==> config.mk <==
export PLATFORM = sky130hd
export DESIGN_NAME = acc_front
export DESIGN_NICKNAME = d
export VERILOG_FILES = /design/src/acc_pkg.sv /design/src/acc_sync_if.sv /design/src/acc_sync.sv /design/src/acc_front.sv
export SDC_FILE = /design/constraint.sdc
export NUM_CORES = 1
export LEC_CHECK = 0
export BUFFER_PORTS_ARGS = -buffer_cell sky130_fd_sc_hd__buf_2
export CORE_MARGIN = 3
export CORE_UTILIZATION = 50
export CTS_CLUSTER_SIZE = 12
export DETAILED_ROUTE_END_ITERATION = 16
export PLACE_DENSITY = 0.7
export SLEW_MARGIN = 20
export SYNTH_ARGS = -nofsm -noshare
export SYNTH_HDL_FRONTEND = slang
export SYNTH_SLANG_ARGS = --single-unit
==> constraint.sdc <==
create_clock -name clk_sys_in -period 3.35 [get_ports clk_sys_in]
set_clock_uncertainty 0.05 [all_clocks]
set_input_delay 0.5025 -clock clk_sys_in [delete_from_list [all_inputs] [get_ports clk_sys_in]]
set_output_delay 0.5025 -clock clk_sys_in [all_outputs]
set_load 0.02 [all_outputs]
==> src/acc_pkg.sv <==
package acc_pkg;
    localparam logic [5:0]  ADDR_HIGH       = 6'h09;
    localparam int          CLK_MHZ         = 250;
    localparam int          POR_US          = 350;
    localparam int          POR_CYC         = POR_US * CLK_MHZ;
    localparam int          STARTUP_MS      = 2;
    localparam int          STARTUP_CYC     = STARTUP_MS * 1000 * CLK_MHZ;
    localparam int          WAKE_MS         = 1;
    localparam int          WAKE_CYC        = WAKE_MS * 1000 * CLK_MHZ;
    localparam logic [7:0]  REG_MODE        = 8'h11;
    localparam int          MODE_BIT        = 7;
    localparam logic [7:0]  REG_REINIT      = 8'h36;
    localparam logic [7:0]  REINIT_CODE     = 8'hB6;
    localparam logic [7:0]  REG_RATE        = 8'h10;
    localparam int          RATE_HI_BIT     = 5;
    localparam logic [7:0]  REG_DATA0       = 8'h01;
    localparam logic [7:0]  MODE_RST        = 8'h00;
    localparam logic [7:0]  RATE_RST        = 8'h00;
    localparam int          ADC_BITS        = 10;
    localparam int          RATE_MULT       = 4;
    localparam int          BW_CYC          = 100000;
endpackage : acc_pkg

==> src/acc_sync_if.sv <==
`timescale 1ns/1ps
`default_nettype none
interface acc_sync_if;
    logic scl;
    logic sda;
    logic strap;
    modport src (output scl, output sda, output strap);
    modport dst (input scl, input sda, input strap);
endinterface : acc_sync_if
`default_nettype wire

==> src/acc_sync.sv <==
`timescale 1ns/1ps
`default_nettype none
// three-stage samplers; a change counts when stages two and three agree
module acc_sync
(
    input  wire logic    clk_sys_in,
    input  wire logic    rst_b_in,
    input  wire logic    scl_in,
    input  wire logic    sda_in,
    input  wire logic    strap_in,
    acc_sync_if.src      sy
);
    logic [2:0] s0;
    logic [2:0] s1;
    logic [2:0] s2;
    logic [2:0] q;
    always_ff @(posedge clk_sys_in)
    begin
        if (!rst_b_in)
        begin
            s0 <= 3'h3;
            s1 <= 3'h3;
            s2 <= 3'h3;
            q  <= 3'h3;
        end
        else
        begin
            s0 <= {strap_in, sda_in, scl_in};
            s1 <= s0;
            s2 <= s1;
            for (int i = 0; i < 3; i++)
                if (s1[i] == s2[i])
                    q[i] <= s2[i];
        end
    end
    assign sy.scl   = q[0];
    assign sy.sda   = q[1];
    assign sy.strap = q[2];
endmodule : acc_sync
`default_nettype wire

==> src/acc_front.sv <==
// Functional notes
// - device is only an i2c target; the master starts every access
// - seven-bit address: six fixed high bits, low bit from strap pin
// - strap low answers 0010010, strap high answers 0010011
// - bus logic works at 100 kHz and 400 kHz; master stays within 400 kHz
// - power-on reset restores register defaults then enters standby
// - power-on sequence done within 350 us; master waits that long
// - conversions ready about 2 ms after supply settles
// - active mode ready to convert about 1 ms after leaving standby
// - high-rate option samples at four times bandwidth
// - each axis sample carries ten significant bits
// - all logic runs on internal clock; no clock in or out
// - writing reinit code restores defaults and standby in any mode
// - mode bit one enters active, zero returns to standby
`timescale 1ns/1ps
`default_nettype none
module acc_front
#(
    parameter int POR_CYC     = acc_pkg::POR_CYC,
    parameter int STARTUP_CYC = acc_pkg::STARTUP_CYC,
    parameter int WAKE_CYC    = acc_pkg::WAKE_CYC,
    parameter int BW_CYC      = acc_pkg::BW_CYC
)
(
    input  wire logic        clk_sys_in,
    input  wire logic        rst_b_in,
    input  wire logic        scl_in,
    input  wire logic        sda_in,
    input  wire logic        addr_lsb_strap_in,
    input  wire logic [29:0] axis_data_in,
    output logic             sda_out,
    output logic             sda_oe_b_out,
    output logic             bus_ready_out,
    output logic             active_out,
    output logic             conv_ready_out,
    output logic             sample_strobe_out,
    output logic             high_rate_select_out
);
    typedef enum logic [2:0]
    {
        ACC_IDLE = 3'b000,
        ACC_ADDR = 3'b001,
        ACC_ACK  = 3'b010,
        ACC_WR   = 3'b011,
        ACC_RD   = 3'b100,
        ACC_RACK = 3'b101,
        ACC_SKIP = 3'b110
    } acc_state_e;

    acc_sync_if sy ();
    acc_sync u_sync
    (
        .clk_sys_in (clk_sys_in),
        .rst_b_in   (rst_b_in),
        .scl_in     (scl_in),
        .sda_in     (sda_in),
        .strap_in   (addr_lsb_strap_in),
        .sy         (sy.src)
    );

    acc_state_e  st;
    logic        scl_d;
    logic        sda_d;
    logic [7:0]  shreg;
    logic [3:0]  bitn;
    logic        rw;
    logic [1:0]  wbyte;
    logic [7:0]  ptr;
    logic [7:0]  mode_reg;
    logic [7:0]  rate_reg;
    logic [31:0] por_cnt;
    logic [31:0] up_cnt;
    logic [31:0] wake_cnt;
    logic [31:0] conv_cnt;
    logic        drive_low;
    logic        por_done;
    logic [6:0]  my_addr;
    logic [59:0] samp;

    wire scl_rise  = sy.scl & ~scl_d;
    wire scl_fall  = ~sy.scl & scl_d;
    wire start_cnd = sy.scl & scl_d & sda_d & ~sy.sda;
    wire stop_cnd  = sy.scl & scl_d & ~sda_d & sy.sda;
    // address is six fixed bits plus strap
    assign my_addr = {acc_pkg::ADDR_HIGH, sy.strap};
    wire addr_hit  = (shreg[7:1] == my_addr);
    wire wr_reinit = (ptr == acc_pkg::REG_REINIT) && (shreg == acc_pkg::REINIT_CODE);
    wire mode_on   = mode_reg[acc_pkg::MODE_BIT];
    wire rate_hi   = rate_reg[acc_pkg::RATE_HI_BIT];
    // conversion period is bandwidth period divided by four when high rate
    wire [31:0] conv_per = rate_hi ? 32'(BW_CYC / acc_pkg::RATE_MULT) : 32'(BW_CYC);

    function automatic logic [7:0] rd_byte(input logic [7:0] a, input logic [59:0] s,
        input logic [7:0] m, input logic [7:0] t);
        logic [7:0] r;
        r = 8'h00;
        // ten-bit samples, left-justified low byte holds two lsbs
        case (a)
            8'h01:   r = {s[1:0], 6'h00};
            8'h02:   r = s[9:2];
            8'h03:   r = {s[11:10], 6'h00};
            8'h04:   r = s[19:12];
            8'h05:   r = {s[21:20], 6'h00};
            8'h06:   r = s[29:22];
            acc_pkg::REG_MODE: r = m;
            acc_pkg::REG_RATE: r = t;
            default: r = 8'h00;
        endcase
        return r;
    endfunction : rd_byte
    // byte to be shifted out next, at the current pointer
    wire [7:0] rd_next = rd_byte(ptr, samp, mode_reg, rate_reg);

    // power-on sequence timer gates the bus until done
    always_ff @(posedge clk_sys_in)
    begin
        if (!rst_b_in)
            por_cnt <= 32'h0;
        else if (!por_done)
            por_cnt <= por_cnt + 32'h1;
    end
    assign por_done = (por_cnt >= 32'(POR_CYC));

    // startup and wakeup timing
    always_ff @(posedge clk_sys_in)
    begin
        if (!rst_b_in)
        begin
            up_cnt   <= 32'h0;
            wake_cnt <= 32'h0;
        end
        else
        begin
            if (up_cnt < 32'(STARTUP_CYC))
                up_cnt <= up_cnt + 32'h1;
            if (!mode_on)
                wake_cnt <= 32'h0;
            else if (wake_cnt < 32'(WAKE_CYC))
                wake_cnt <= wake_cnt + 32'h1;
        end
    end
    wire ready_int = mode_on && (up_cnt >= 32'(STARTUP_CYC)) && (wake_cnt >= 32'(WAKE_CYC));

    // sample capture at the selected rate
    always_ff @(posedge clk_sys_in)
    begin
        if (!rst_b_in)
        begin
            conv_cnt          <= 32'h0;
            samp              <= 60'h0;
            sample_strobe_out <= 1'b0;
        end
        else
        begin
            sample_strobe_out <= 1'b0;
            if (!ready_int)
                conv_cnt <= 32'h0;
            else if (conv_cnt + 32'h1 >= conv_per)
            begin
                conv_cnt          <= 32'h0;
                sample_strobe_out <= 1'b1;
                if (st == ACC_IDLE)
                    samp <= {30'h0, axis_data_in};
            end
            else
                conv_cnt <= conv_cnt + 32'h1;
        end
    end

    // i2c target engine; timing by oversampling so both bus speeds work
    always_ff @(posedge clk_sys_in)
    begin
        if (!rst_b_in)
        begin
            st        <= ACC_IDLE;
            scl_d     <= 1'b1;
            sda_d     <= 1'b1;
            shreg     <= 8'h00;
            bitn      <= 4'h0;
            rw        <= 1'b0;
            wbyte     <= 2'h0;
            ptr       <= 8'h00;
            drive_low <= 1'b0;
            mode_reg  <= acc_pkg::MODE_RST;
            rate_reg  <= acc_pkg::RATE_RST;
        end
        else
        begin
            scl_d <= sy.scl;
            sda_d <= sy.sda;
            if (!por_done || stop_cnd)
            begin
                st        <= ACC_IDLE;
                drive_low <= 1'b0;
            end
            else if (start_cnd)
            begin
                st        <= ACC_ADDR;
                bitn      <= 4'h0;
                wbyte     <= 2'h0;
                drive_low <= 1'b0;
            end
            else
            begin
                case (st)
                    ACC_IDLE: drive_low <= 1'b0;
                    ACC_ADDR:
                    begin
                        if (scl_rise)
                        begin
                            shreg <= {shreg[6:0], sy.sda};
                            bitn  <= bitn + 4'h1;
                        end
                        if (scl_fall && bitn == 4'h8)
                        begin
                            if (addr_hit)
                            begin
                                st        <= ACC_ACK;
                                rw        <= shreg[0];
                                drive_low <= 1'b1;
                            end
                            else
                                st <= ACC_SKIP;
                        end
                    end
                    ACC_ACK:
                    begin
                        if (scl_fall)
                        begin
                            bitn <= 4'h0;
                            if (rw)
                            begin
                                st        <= ACC_RD;
                                shreg     <= rd_next;
                                drive_low <= ~rd_next[7];
                                ptr       <= ptr + 8'h1;
                            end
                            else
                            begin
                                st        <= ACC_WR;
                                drive_low <= 1'b0;
                            end
                        end
                    end
                    ACC_WR:
                    begin
                        if (scl_rise)
                        begin
                            shreg <= {shreg[6:0], sy.sda};
                            bitn  <= bitn + 4'h1;
                        end
                        if (scl_fall && bitn == 4'h8)
                        begin
                            st        <= ACC_ACK;
                            drive_low <= 1'b1;
                            if (wbyte == 2'h0)
                            begin
                                ptr   <= shreg;
                                wbyte <= 2'h1;
                            end
                            else
                            begin
                                ptr <= ptr + 8'h1;
                                if (wr_reinit)
                                begin
                                    mode_reg <= acc_pkg::MODE_RST;
                                    rate_reg <= acc_pkg::RATE_RST;
                                end
                                else if (ptr == acc_pkg::REG_MODE)
                                    mode_reg <= shreg;
                                else if (ptr == acc_pkg::REG_RATE)
                                    rate_reg <= shreg;
                            end
                        end
                    end
                    ACC_RD:
                    begin
                        if (scl_fall)
                        begin
                            if (bitn == 4'h7)
                            begin
                                st        <= ACC_RACK;
                                drive_low <= 1'b0;
                            end
                            else
                            begin
                                shreg     <= {shreg[6:0], 1'b0};
                                drive_low <= ~shreg[6];
                                bitn      <= bitn + 4'h1;
                            end
                        end
                    end
                    ACC_RACK:
                    begin
                        if (scl_rise)
                            rw <= ~sy.sda;
                        if (scl_fall)
                        begin
                            bitn <= 4'h0;
                            if (rw)
                            begin
                                st        <= ACC_RD;
                                shreg     <= rd_next;
                                drive_low <= ~rd_next[7];
                                ptr       <= ptr + 8'h1;
                            end
                            else
                                st <= ACC_SKIP;
                        end
                    end
                    ACC_SKIP: drive_low <= 1'b0;
                    default:  st <= ACC_IDLE;
                endcase
            end
        end
    end

    // open drain: only ever pulls low
    assign sda_out              = 1'b0;
    assign sda_oe_b_out         = ~drive_low;
    assign bus_ready_out        = por_done;
    assign active_out           = mode_on;
    assign conv_ready_out       = ready_int;
    assign high_rate_select_out = rate_hi;
endmodule : acc_front
`default_nettype wire

Yosys cells after proc, flatten, opt, wreduce, memory -nomap -nowiden

Cells that the tools add are included.

Add/subtract/negate cells: 6
Magnitude comparators: 6
Equal/unequal tests: 46
Multiplexer cells: 54
Bitwise logic cells: 20
Reductions and logical operators: 37

Operators with widths:

| cell                                                                | number |
|---|---|
| adder 32 x 1 -> 32 bit, second input constant                       | 4 |
| two-way mux 8 bit                                                   | 14 |
| one-hot mux 8 bit (8 select lines)                                  | 1 |
| greater-or-equal comparator 32 x 17 -> 1 bit                        | 1 |
| greater-or-equal comparator 32 x 17 -> 1 bit, second input constant | 1 |
| greater-or-equal comparator 32 x 18 -> 1 bit, second input constant | 1 |
| greater-or-equal comparator 32 x 19 -> 1 bit, second input constant | 1 |
| less-than comparator 32 x 18 -> 1 bit, second input constant        | 1 |
| less-than comparator 32 x 19 -> 1 bit, second input constant        | 1 |
| equality test 8 x 3 -> 1 bit, second input constant                 | 3 |
| two-way mux 3 bit                                                   | 8 |
| one-hot mux 8 bit (3 select lines)                                  | 1 |
| AND reduction 6 bit                                                 | 4 |
| inequality test 2 bit, second input constant                        | 11 |
| inequality test 3 bit, second input constant                        | 7 |
| AND reduction 7 bit                                                 | 3 |
| two-way mux 4 bit                                                   | 5 |
| one-hot mux 3 bit (6 select lines)                                  | 1 |
| two-way mux 17 bit                                                  | 1 |
| equality test 8 x 2 -> 1 bit, second input constant                 | 2 |
| equality test 8 x 5 -> 1 bit, second input constant                 | 2 |
| one-hot mux 8 bit (2 select lines)                                  | 1 |
| AND reduction 8 bit                                                 | 2 |
| two-way mux 1 bit                                                   | 14 |
| 34 further kinds                                                    | 79 |

Flip-flop bits (word level): 216
Input bits: 35
Output and inout port bits: 7
Logic and storage cells: 193

Depth between registers and ports, before layout

Gate-level depths: netlist (run 1).

Depth after elaboration: 6
Depth in mapped cells: 17
Mapped depth without buffers: 14

Modules after synthesis

A second synthesis (run 1) with hierarchy kept.

Cells, all modules: 1,023
Area, all modules: 9,255.1 sq um

By module, submodules not included:

| module    | times used | cells each | area an instance (sq um) | seq. area each (sq um) |
|---|---|---|---|---|
| acc_front | 1          | 992        | 8,899.8                  | 4,063.9 |
| acc_sync  | 1          | 31         | 355.3                    | 240.2 |

Worst setup path before layout (run 1)

OpenSTA, ideal clock, no wires.

Path kind: reg2reg
From: register conv_cnt[3]
To: register samp[0]
Setup time: 0.117 ns
Data arrival time: 2.999 ns
Data required time: 3.183 ns
Setup slack: 0.184 ns
Cell stages (with the launch flop): 17
Buffers on the path: 3
Clock period less this slack: 3.166 ns
Cell sequence: dfxtp_1 buf_2 nand4_1 nor4_2 buf_4 and3_1 nand3_1 xnor2_1 ha_1 nand4_1 a211oi_1 and4_1 a221oi_2 nand4_1 and3b_1 clkbuf_1 a22o_1

Cells in the longest elaborated chain, start to end: 3

Ends and longest elaborated chain:

| element                                      | line             | RTL |
|---|---|---|
| from (decl)                                  | acc_front.sv:74  | `logic [31:0] conv_cnt;` |
| from (signal assigned)                       | acc_front.sv:166 | `conv_cnt <= conv_cnt + 32'h1;` |
| adder 32 x 1 -> 32 bit                       | acc_front.sv:158 | `else if (conv_cnt + 32'h1 >= conv_per)` |
| greater-or-equal comparator 32 x 17 -> 1 bit | acc_front.sv:158 |  |
| AND reduction 3 bit (no source line)         | n/a              |  |
| to (signal assigned)                         | acc_front.sv:163 | `samp <= {30'h0, axis_data_in};` |
| to (decl)                                    | acc_front.sv:78  | `logic [59:0] samp;` |

No other way between the ends.
A chain may end at the register's enable or synchronous reset.

Worst setup path after layout (run 1)

From: register conv_cnt[0]
To: register samp[29]

Same word-level chain as after synthesis.

==> results of run 1 <==
routing by layer:
layer	up-vias	wire length, um
li1	3795	-
met1	3508	9660
met2	185	8710
met3	31	912
met4	0	438
met5	-	0
placed cells by master (no fill, tap or decap), types with 16 or more instances in the layout:
master	instances
nand2_1	51
nor4_1	20
nor2b_1	26
and2_1	37
xnor2_1	21
nor3_1	23
xor2_1	38
conb_1	16
o21ai_0	23
buf_2	40
a21oi_1	35
buf_4	30
a22o_1	32
mux2i_1	21
nor2_1	114
inv_1	28
dfxtp_1	209
ha_1	20
clkbuf_16	23
and3_1	37
nand4_1	25
nand3_1	34
cell type report:
type                            count  area (um^2)  share of cell area
Clock buffer                       34          657              0.0608
Timing Repair Buffer               72          465              0.0431
Sequential cell                   215         4320               0.400
Multi-Input combinational cell    747         4910               0.455
Inverter                           29          109              0.0101
Clock inverter                      4         48.8             0.00452
Tap cell                          229          287              0.0265
metrics by stage:
stage	hold WS, ns	cells	setup slack (ns)	TNS, ns
5_1_grt	0.137	1330	-0.0240	-0.406
3_5_place_dp	0.344	1290	0.0458	0
3_3_place_gp	0.343	1290	0.171	0
6_report	0.141	1330	0.183	0
2_1_floorplan	0.336	1045	0.184	0
4_1_cts	0.128	1328	0.0440	0
cell families (layout without fill, tap and decap cells):
kind of cell / after synthesis / after routing / synth area share
AO/OA/AOI/OAI: 191 / 191 / 0.146
XOR/XNOR: 61 / 61 / 0.0571
adder cells (fa/ha/maj): 21 / 21 / 0.0281
buffers and inverters: 83 / 139 / 0.0357
flip-flops: 215 / 215 / 0.460
multiplexers: 23 / 23 / 0.0249
other: 1 / 16 / 0.000401
AND/OR/NAND/NOR: 435 / 435 / 0.248
power groups by stage:
stage / sequential (mW) / combinational, mW / clock, mW
2_1_floorplan: 2.65 / 0.0643 / 0
6_report: 2.60 / 0.101 / 2.38
5_1_grt: 2.60 / 0.115 / 2.54
3_3_place_gp: 2.65 / 0.101 / 0
4_1_cts: 2.60 / 0.101 / 2.43
3_5_place_dp: 2.65 / 0.101 / 0
timing repair:
action                                  in CTS  in global routing
buffers inserted                             0                  2
endpoints found under the hold margin        0                  0
resized for setup                            0                 34
endpoints found under the setup margin       0                 49
cell usage after synthesis, drive strengths merged, types with 29 or more instances:
cell,number,share of area
clkbuf,45,0.018
a22o,32,0.030
a21oi,39,0.021
dfxtp,215,0.46
xor2,38,0.036
nand2,52,0.021
inv,29,0.012
nor2,115,0.046
and3,39,0.026
nand3,39,0.021
and2,38,0.025
worst reg2reg max path, cell delays in order (launching register included):
cell,delay (ns)
dfxtp_4,0.38
nand3_4,0.11
nor4_4,0.31
and3_4,0.24
nand3_2,0.10
xnor2_2,0.16
ha_1,0.29
nand4_1,0.12
a211oi_1,0.05
and4_1,0.23
a221oi_2,0.18
nand4_1,0.21
and3b_2,0.28
buf_12,0.16
a22o_1,0.20
path summary, 6_finish.rpt:
kind	slack (ns)	cells after the start	end	from
min reg2reg	0.36	1	u_sync.s1[1]	u_sync.s0[1]
max reg2reg	0.18	14	samp[29]	conv_cnt[0]
min	0.14	2	u_sync.s0[0]	scl_in
max	0.18	14	samp[29]	conv_cnt[0]
==> reports/metrics.cfg, run 1 <==
[floorplanning]
die-area_mm2 = 0.0204
io_pins = 42
chipHeight_um = 143
initial_core_util = 0.514
die_w_um = 143
core_mm2 = 0.0182
num_rows = 49

[synth]
ys_ff_latch = 215
synth_edf_count = 0
netlist_area_mm2 = 0.00936
postSynthCellCount = 1030
ys_warn_count = 0
ys_seq_area_frac = 0.460
synth_cell_type_count = 70
async_flop_share = 0
yosys_most_used_dff = dfxtp_1
syn_area_per_cell_um2 = 9.09

[final_layout]
syn_to_final_growth_pct = 15.3
antenna_cells = 0
fillCellCount = 1584
final_util = 0.593
final_area_mm2 = 0.0108
drive_above_1_share = 0.132
nets = 1144

[power_and_ir_drop]
switching_power_mw = 1.04
seq_power_share = 0.511
power.density_mw_per_mm2 = 471
p_clk_frac = 0.469
vdd_drop_max_uv = 297
combPwrFrac = 0.020
intPower_mw = 4.04
power_mw = 5.08
switching_share = 0.205
power.leakage_nw = 4.14

[timing]
relSlewSlack = 0.560
slew_viol_final = 0
worst_pin_slew_ns = 0.659
rsz0062_at_grt = yes
hold_violations = 0
setup-violations-final = 0
fin_crit_ns = 3.17
min_period_over_period = 0.945
max_freq_mhz = 316

[routing]
wirelength_um = 19700
num_vias = 7519
avgViaCountPerCell = 5.65
first_pass_iters = 5
drc = 0
ant_nets = 0
drt_iter0_markers = 551
routedWlPerCell_um = 14.8

[worst_setup_path]
cpMaxStageDelayCell = dfxtp_4
critPathTopFamily = simple AND/OR/NAND/NOR gates
required_ns = 3.69
slowest_delay_ns = 0.38
cp_num_buf_inv = 1
end_kind = flip-flop
worst-setup-path-type = flip-flop to flip-flop
critPathArrivalTime_ns = 3.51
start_kind = flip-flop
cpMostUsedCell = nand4_1
worstPathMaxFanout = 30
path_cells = nand3_4 > nor4_4 > and3_4 > nand3_2 > xnor2_2 > ha_1 > nand4_1 > a211oi_1 > and4_1 > a221oi_2 > nand4_1 > and3b_2 > buf_12 > a22o_1

[cts]
cts-htree-levels = 1
clockBufferDepth = 3
clk_latency_ns = 0.50
hold_buffers = 0
clock_sinks = 215
root_buffer = clkbuf_16
cts_tree = built
path_clk_slew_ns = 0.06
numCtsBuffers = 23

[global_routing]
use_met1 = 0.269
grt_pass1_wl_um = 33200
met2_usage = 0.304
use_met3 = 0.0308
busiest_layer = met2
first_global_vias = 7069
grt.overflow.total = 0
grt_max_degree = 40
grt_usage = 0.191
antenna_found_initial = 0

[placement]
gp_congestion = 0.929
hpwl_um = 13500
placedInstanceArea_mm2 = 0.00994
portBuffers = 40

[worst_hold_path]
hold_path.class = input port to flip-flop

[flow_run]
cap_violations = 0

[outcome]
status = finished, final reports clean

(Power assumes the default switching activity.)
==> run 2: changes to the inputs <==
CORE_ASPECT_RATIO = 0.5   (was not set)
CORE_UTILIZATION = 28   (was 50)
PLACE_DENSITY = not set   (was 0.7)
==> reports/metrics.cfg, run 2 (synthesis gave the netlist of run 1 again) <==
[cts]
root_buffer = clkbuf_16
hold_buffers = 0  ; unchanged
numCtsBuffers = 23  ; unchanged
cts-htree-levels = 1  ; unchanged
path_clk_slew_ns = 0.06  ; about the same
clock_sinks = 215  ; unchanged
cts_tree = built
clk_latency_ns = 0.52  ; +0.02 ns
clockBufferDepth = 3  ; unchanged

[timing]
relSlewSlack = 0.493  ; -0.0669
setup-violations-final = 30  ; +30
hold_violations = 0  ; unchanged
rsz0062_at_grt = yes
setup_ws_ns = -0.0658  ; -0.249 ns
hold_ws_ns = 0.116  ; -0.0246 ns
slew_viol_final = 0  ; unchanged
min_period_over_period = 1.02  ; +0.0743
max_freq_mhz = 293  ; -7.3%
worst_pin_slew_ns = 0.759  ; +0.0995 ns
fin_crit_ns = 3.42  ; +0.249 ns

[global_routing]
grt_usage = 0.117  ; -0.0735
grt_max_degree = 47  ; +18%
grt_pass1_wl_um = 35700  ; +7.6%
first_global_vias = 7318  ; +3.5%
grt.overflow.total = 0  ; unchanged
antenna_found_initial = 0  ; unchanged

[worst_setup_path]
cpMaxStageDelayCell = dfxtp_4
slowest_delay_ns = 0.36  ; -0.02 ns
critPathArrivalTime_ns = 3.77  ; +0.26 ns
worst-setup-path-type = flip-flop to flip-flop
r2r-end = samp[11]
worstPathMaxFanout = 30  ; unchanged
rr_startpoint = conv_cnt[6]
required_ns = 3.70  ; about the same
path_cells = nand4_1 > buf_4 > nor4_4 > and3_4 > nand3_4 > xnor2_2 > ha_1 > nand4_1 > a211oi_2 > and4_1 > a221oi_2 > nand4_1 > and3b_2 > buf_12 > a22o_1
start_kind = flip-flop
ff2ff_setup_slack_ns = -0.07  ; -0.25 ns
reg2reg_depth = 15  ; +1
end_kind = flip-flop
cpMostUsedCell = nand4_1

[power_and_ir_drop]
switching_share = 0.215  ; +0.00990
combPwrFrac = 0.021  ; about the same
seq_power_share = 0.515  ; +0.004
intPower_mw = 3.96  ; -2.0%
switching_power_mw = 1.08  ; +4.0%
p_clk_frac = 0.464  ; -0.005
vdd_drop_max_uv = 322  ; +8.2%
power.leakage_nw = 4.12  ; -0.44%
power.density_mw_per_mm2 = 458  ; -2.6%

[routing]
num_vias = 7604  ; +1.1%
routedWlPerCell_um = 14.2  ; -4.1%
wirelength_um = 21800  ; +10%
first_pass_iters = 5  ; unchanged
drc = 0  ; unchanged
avgViaCountPerCell = 4.97  ; -12%
ant_nets = 0  ; unchanged
drt_iter0_markers = 568  ; +3.1%

[floorplanning]
num_rows = 46  ; -6.1%
die_w_um = 265  ; +85%
die-area_mm2 = 0.0358  ; +75%
core_mm2 = 0.0323  ; +77%
initial_core_util = 0.290  ; -0.224
chipHeight_um = 135  ; -5.3%
io_pins = 42  ; unchanged

[final_layout]
drive_above_1_share = 0.129  ; -0.00317
layout_commonest_cell = dfxtp_1
final_cell_mix = dfxtp_1 (209), nor2_1 (114), nand2_1 (52), buf_2 (40)
fillCellCount = 3250  ; +110%
antenna_cells = 0  ; unchanged
nets = 1141  ; -0.26%
syn_to_final_growth_pct = 17.5

[placement]
portBuffers = 40  ; unchanged
gp_congestion = 0.875  ; -5.8%
hpwl_um = 15000  ; +11%
pre_cts_ws_ns = -0.0260  ; -0.0718 ns

[worst_hold_path]
min-delay-start = sda_in
hold_end = u_sync.s0[1]
hold_path.class = input port to flip-flop
whs_path_depth = 2  ; unchanged

[outcome]
status = finished with violations
violations = negative setup slack

[flow_run]
cap_violations = 0  ; unchanged

==> run 2: cell types whose count changed in the layout (fill, tap and decap cells not counted), sizes merged <==
cell,change
clkbuf,-2
bufinv,-1
clkinv,+2
buf,-3
==> run 2: timing repair <==
action	CTS	global route
setup endpoints to repair	16	49
setup buffers	0	4
resized for setup	2	27
pin swaps	0	9
==> run 2: power groups by stage <==
stage	clock network, mW	logic [mW]	registers [mW]
6_report	2.34	0.106	2.60
5_1_grt	2.52	0.118	2.60
4_1_cts	2.41	0.106	2.60
3_5_place_dp	0	0.106	2.65
3_3_place_gp	0	0.102	2.65
2_1_floorplan	0	0.0643	2.65
==> run 2: worst max path at each step <==
stage | start | to | slack, ns
finish | conv_cnt[6] | samp[11] | -0.07
global route | conv_cnt[6] | samp[1] | -0.25
CTS | conv_cnt[9] | conv_cnt[8] | 0.007
detailed placement | conv_cnt[9] | conv_cnt[8] | -0.03
global placement | conv_cnt[6] | conv_cnt[7] | 0.09
floorplan | conv_cnt[3] | samp[0] | 0.18
==> run 2: through the flow <==
stage | util | setup TNS, ns | cell area (um^2) | cells | power, mW
3_3_place_gp | 0.314 | 0 | 10200 | 1488 | 2.76
3_5_place_dp | 0.314 | -0.110 | 10200 | 1488 | 2.76
5_1_grt | 0.341 | -8.60 | 11000 | 1529 | 5.24
6_report | 0.341 | -1.70 | 11000 | 1529 | 5.04
2_1_floorplan | - | 0 | 9420 | 1045 | 2.71
4_1_cts | 0.336 | 0 | 10800 | 1525 | 5.11
==> run 2: cell type report <==
type	count	area, um^2	share of cell area
clock buffer	32	649	0.0591
clock inverter	5	28.8	0.00262
inverter	29	109	0.00990
multi-input combinational	747	4890	0.445
sequential	215	4320	0.393
tap	432	541	0.0492
timing repair buffer	69	455	0.0414
==> run 2: worst max-delay path: cells and delay by family, from the launching register on <==
kind | cells | cell delay (ns)
compound gates | 3 | 0.43
simple gates | 8 | 1.67
xor+xnor | 1 | 0.15
flops | 1 | 0.36
buf+inv | 2 | 0.33
fa+ha+maj | 1 | 0.30
==> run 2: layer usage <==
layer	global-route usage	vias to the layer above	wire length [um]
met4	0.0415	0	690
li1	-	3778	-
met1	0.155	3585	10100
met2	0.196	192	9980
met5	0	-	0
met3	0.0178	49	952
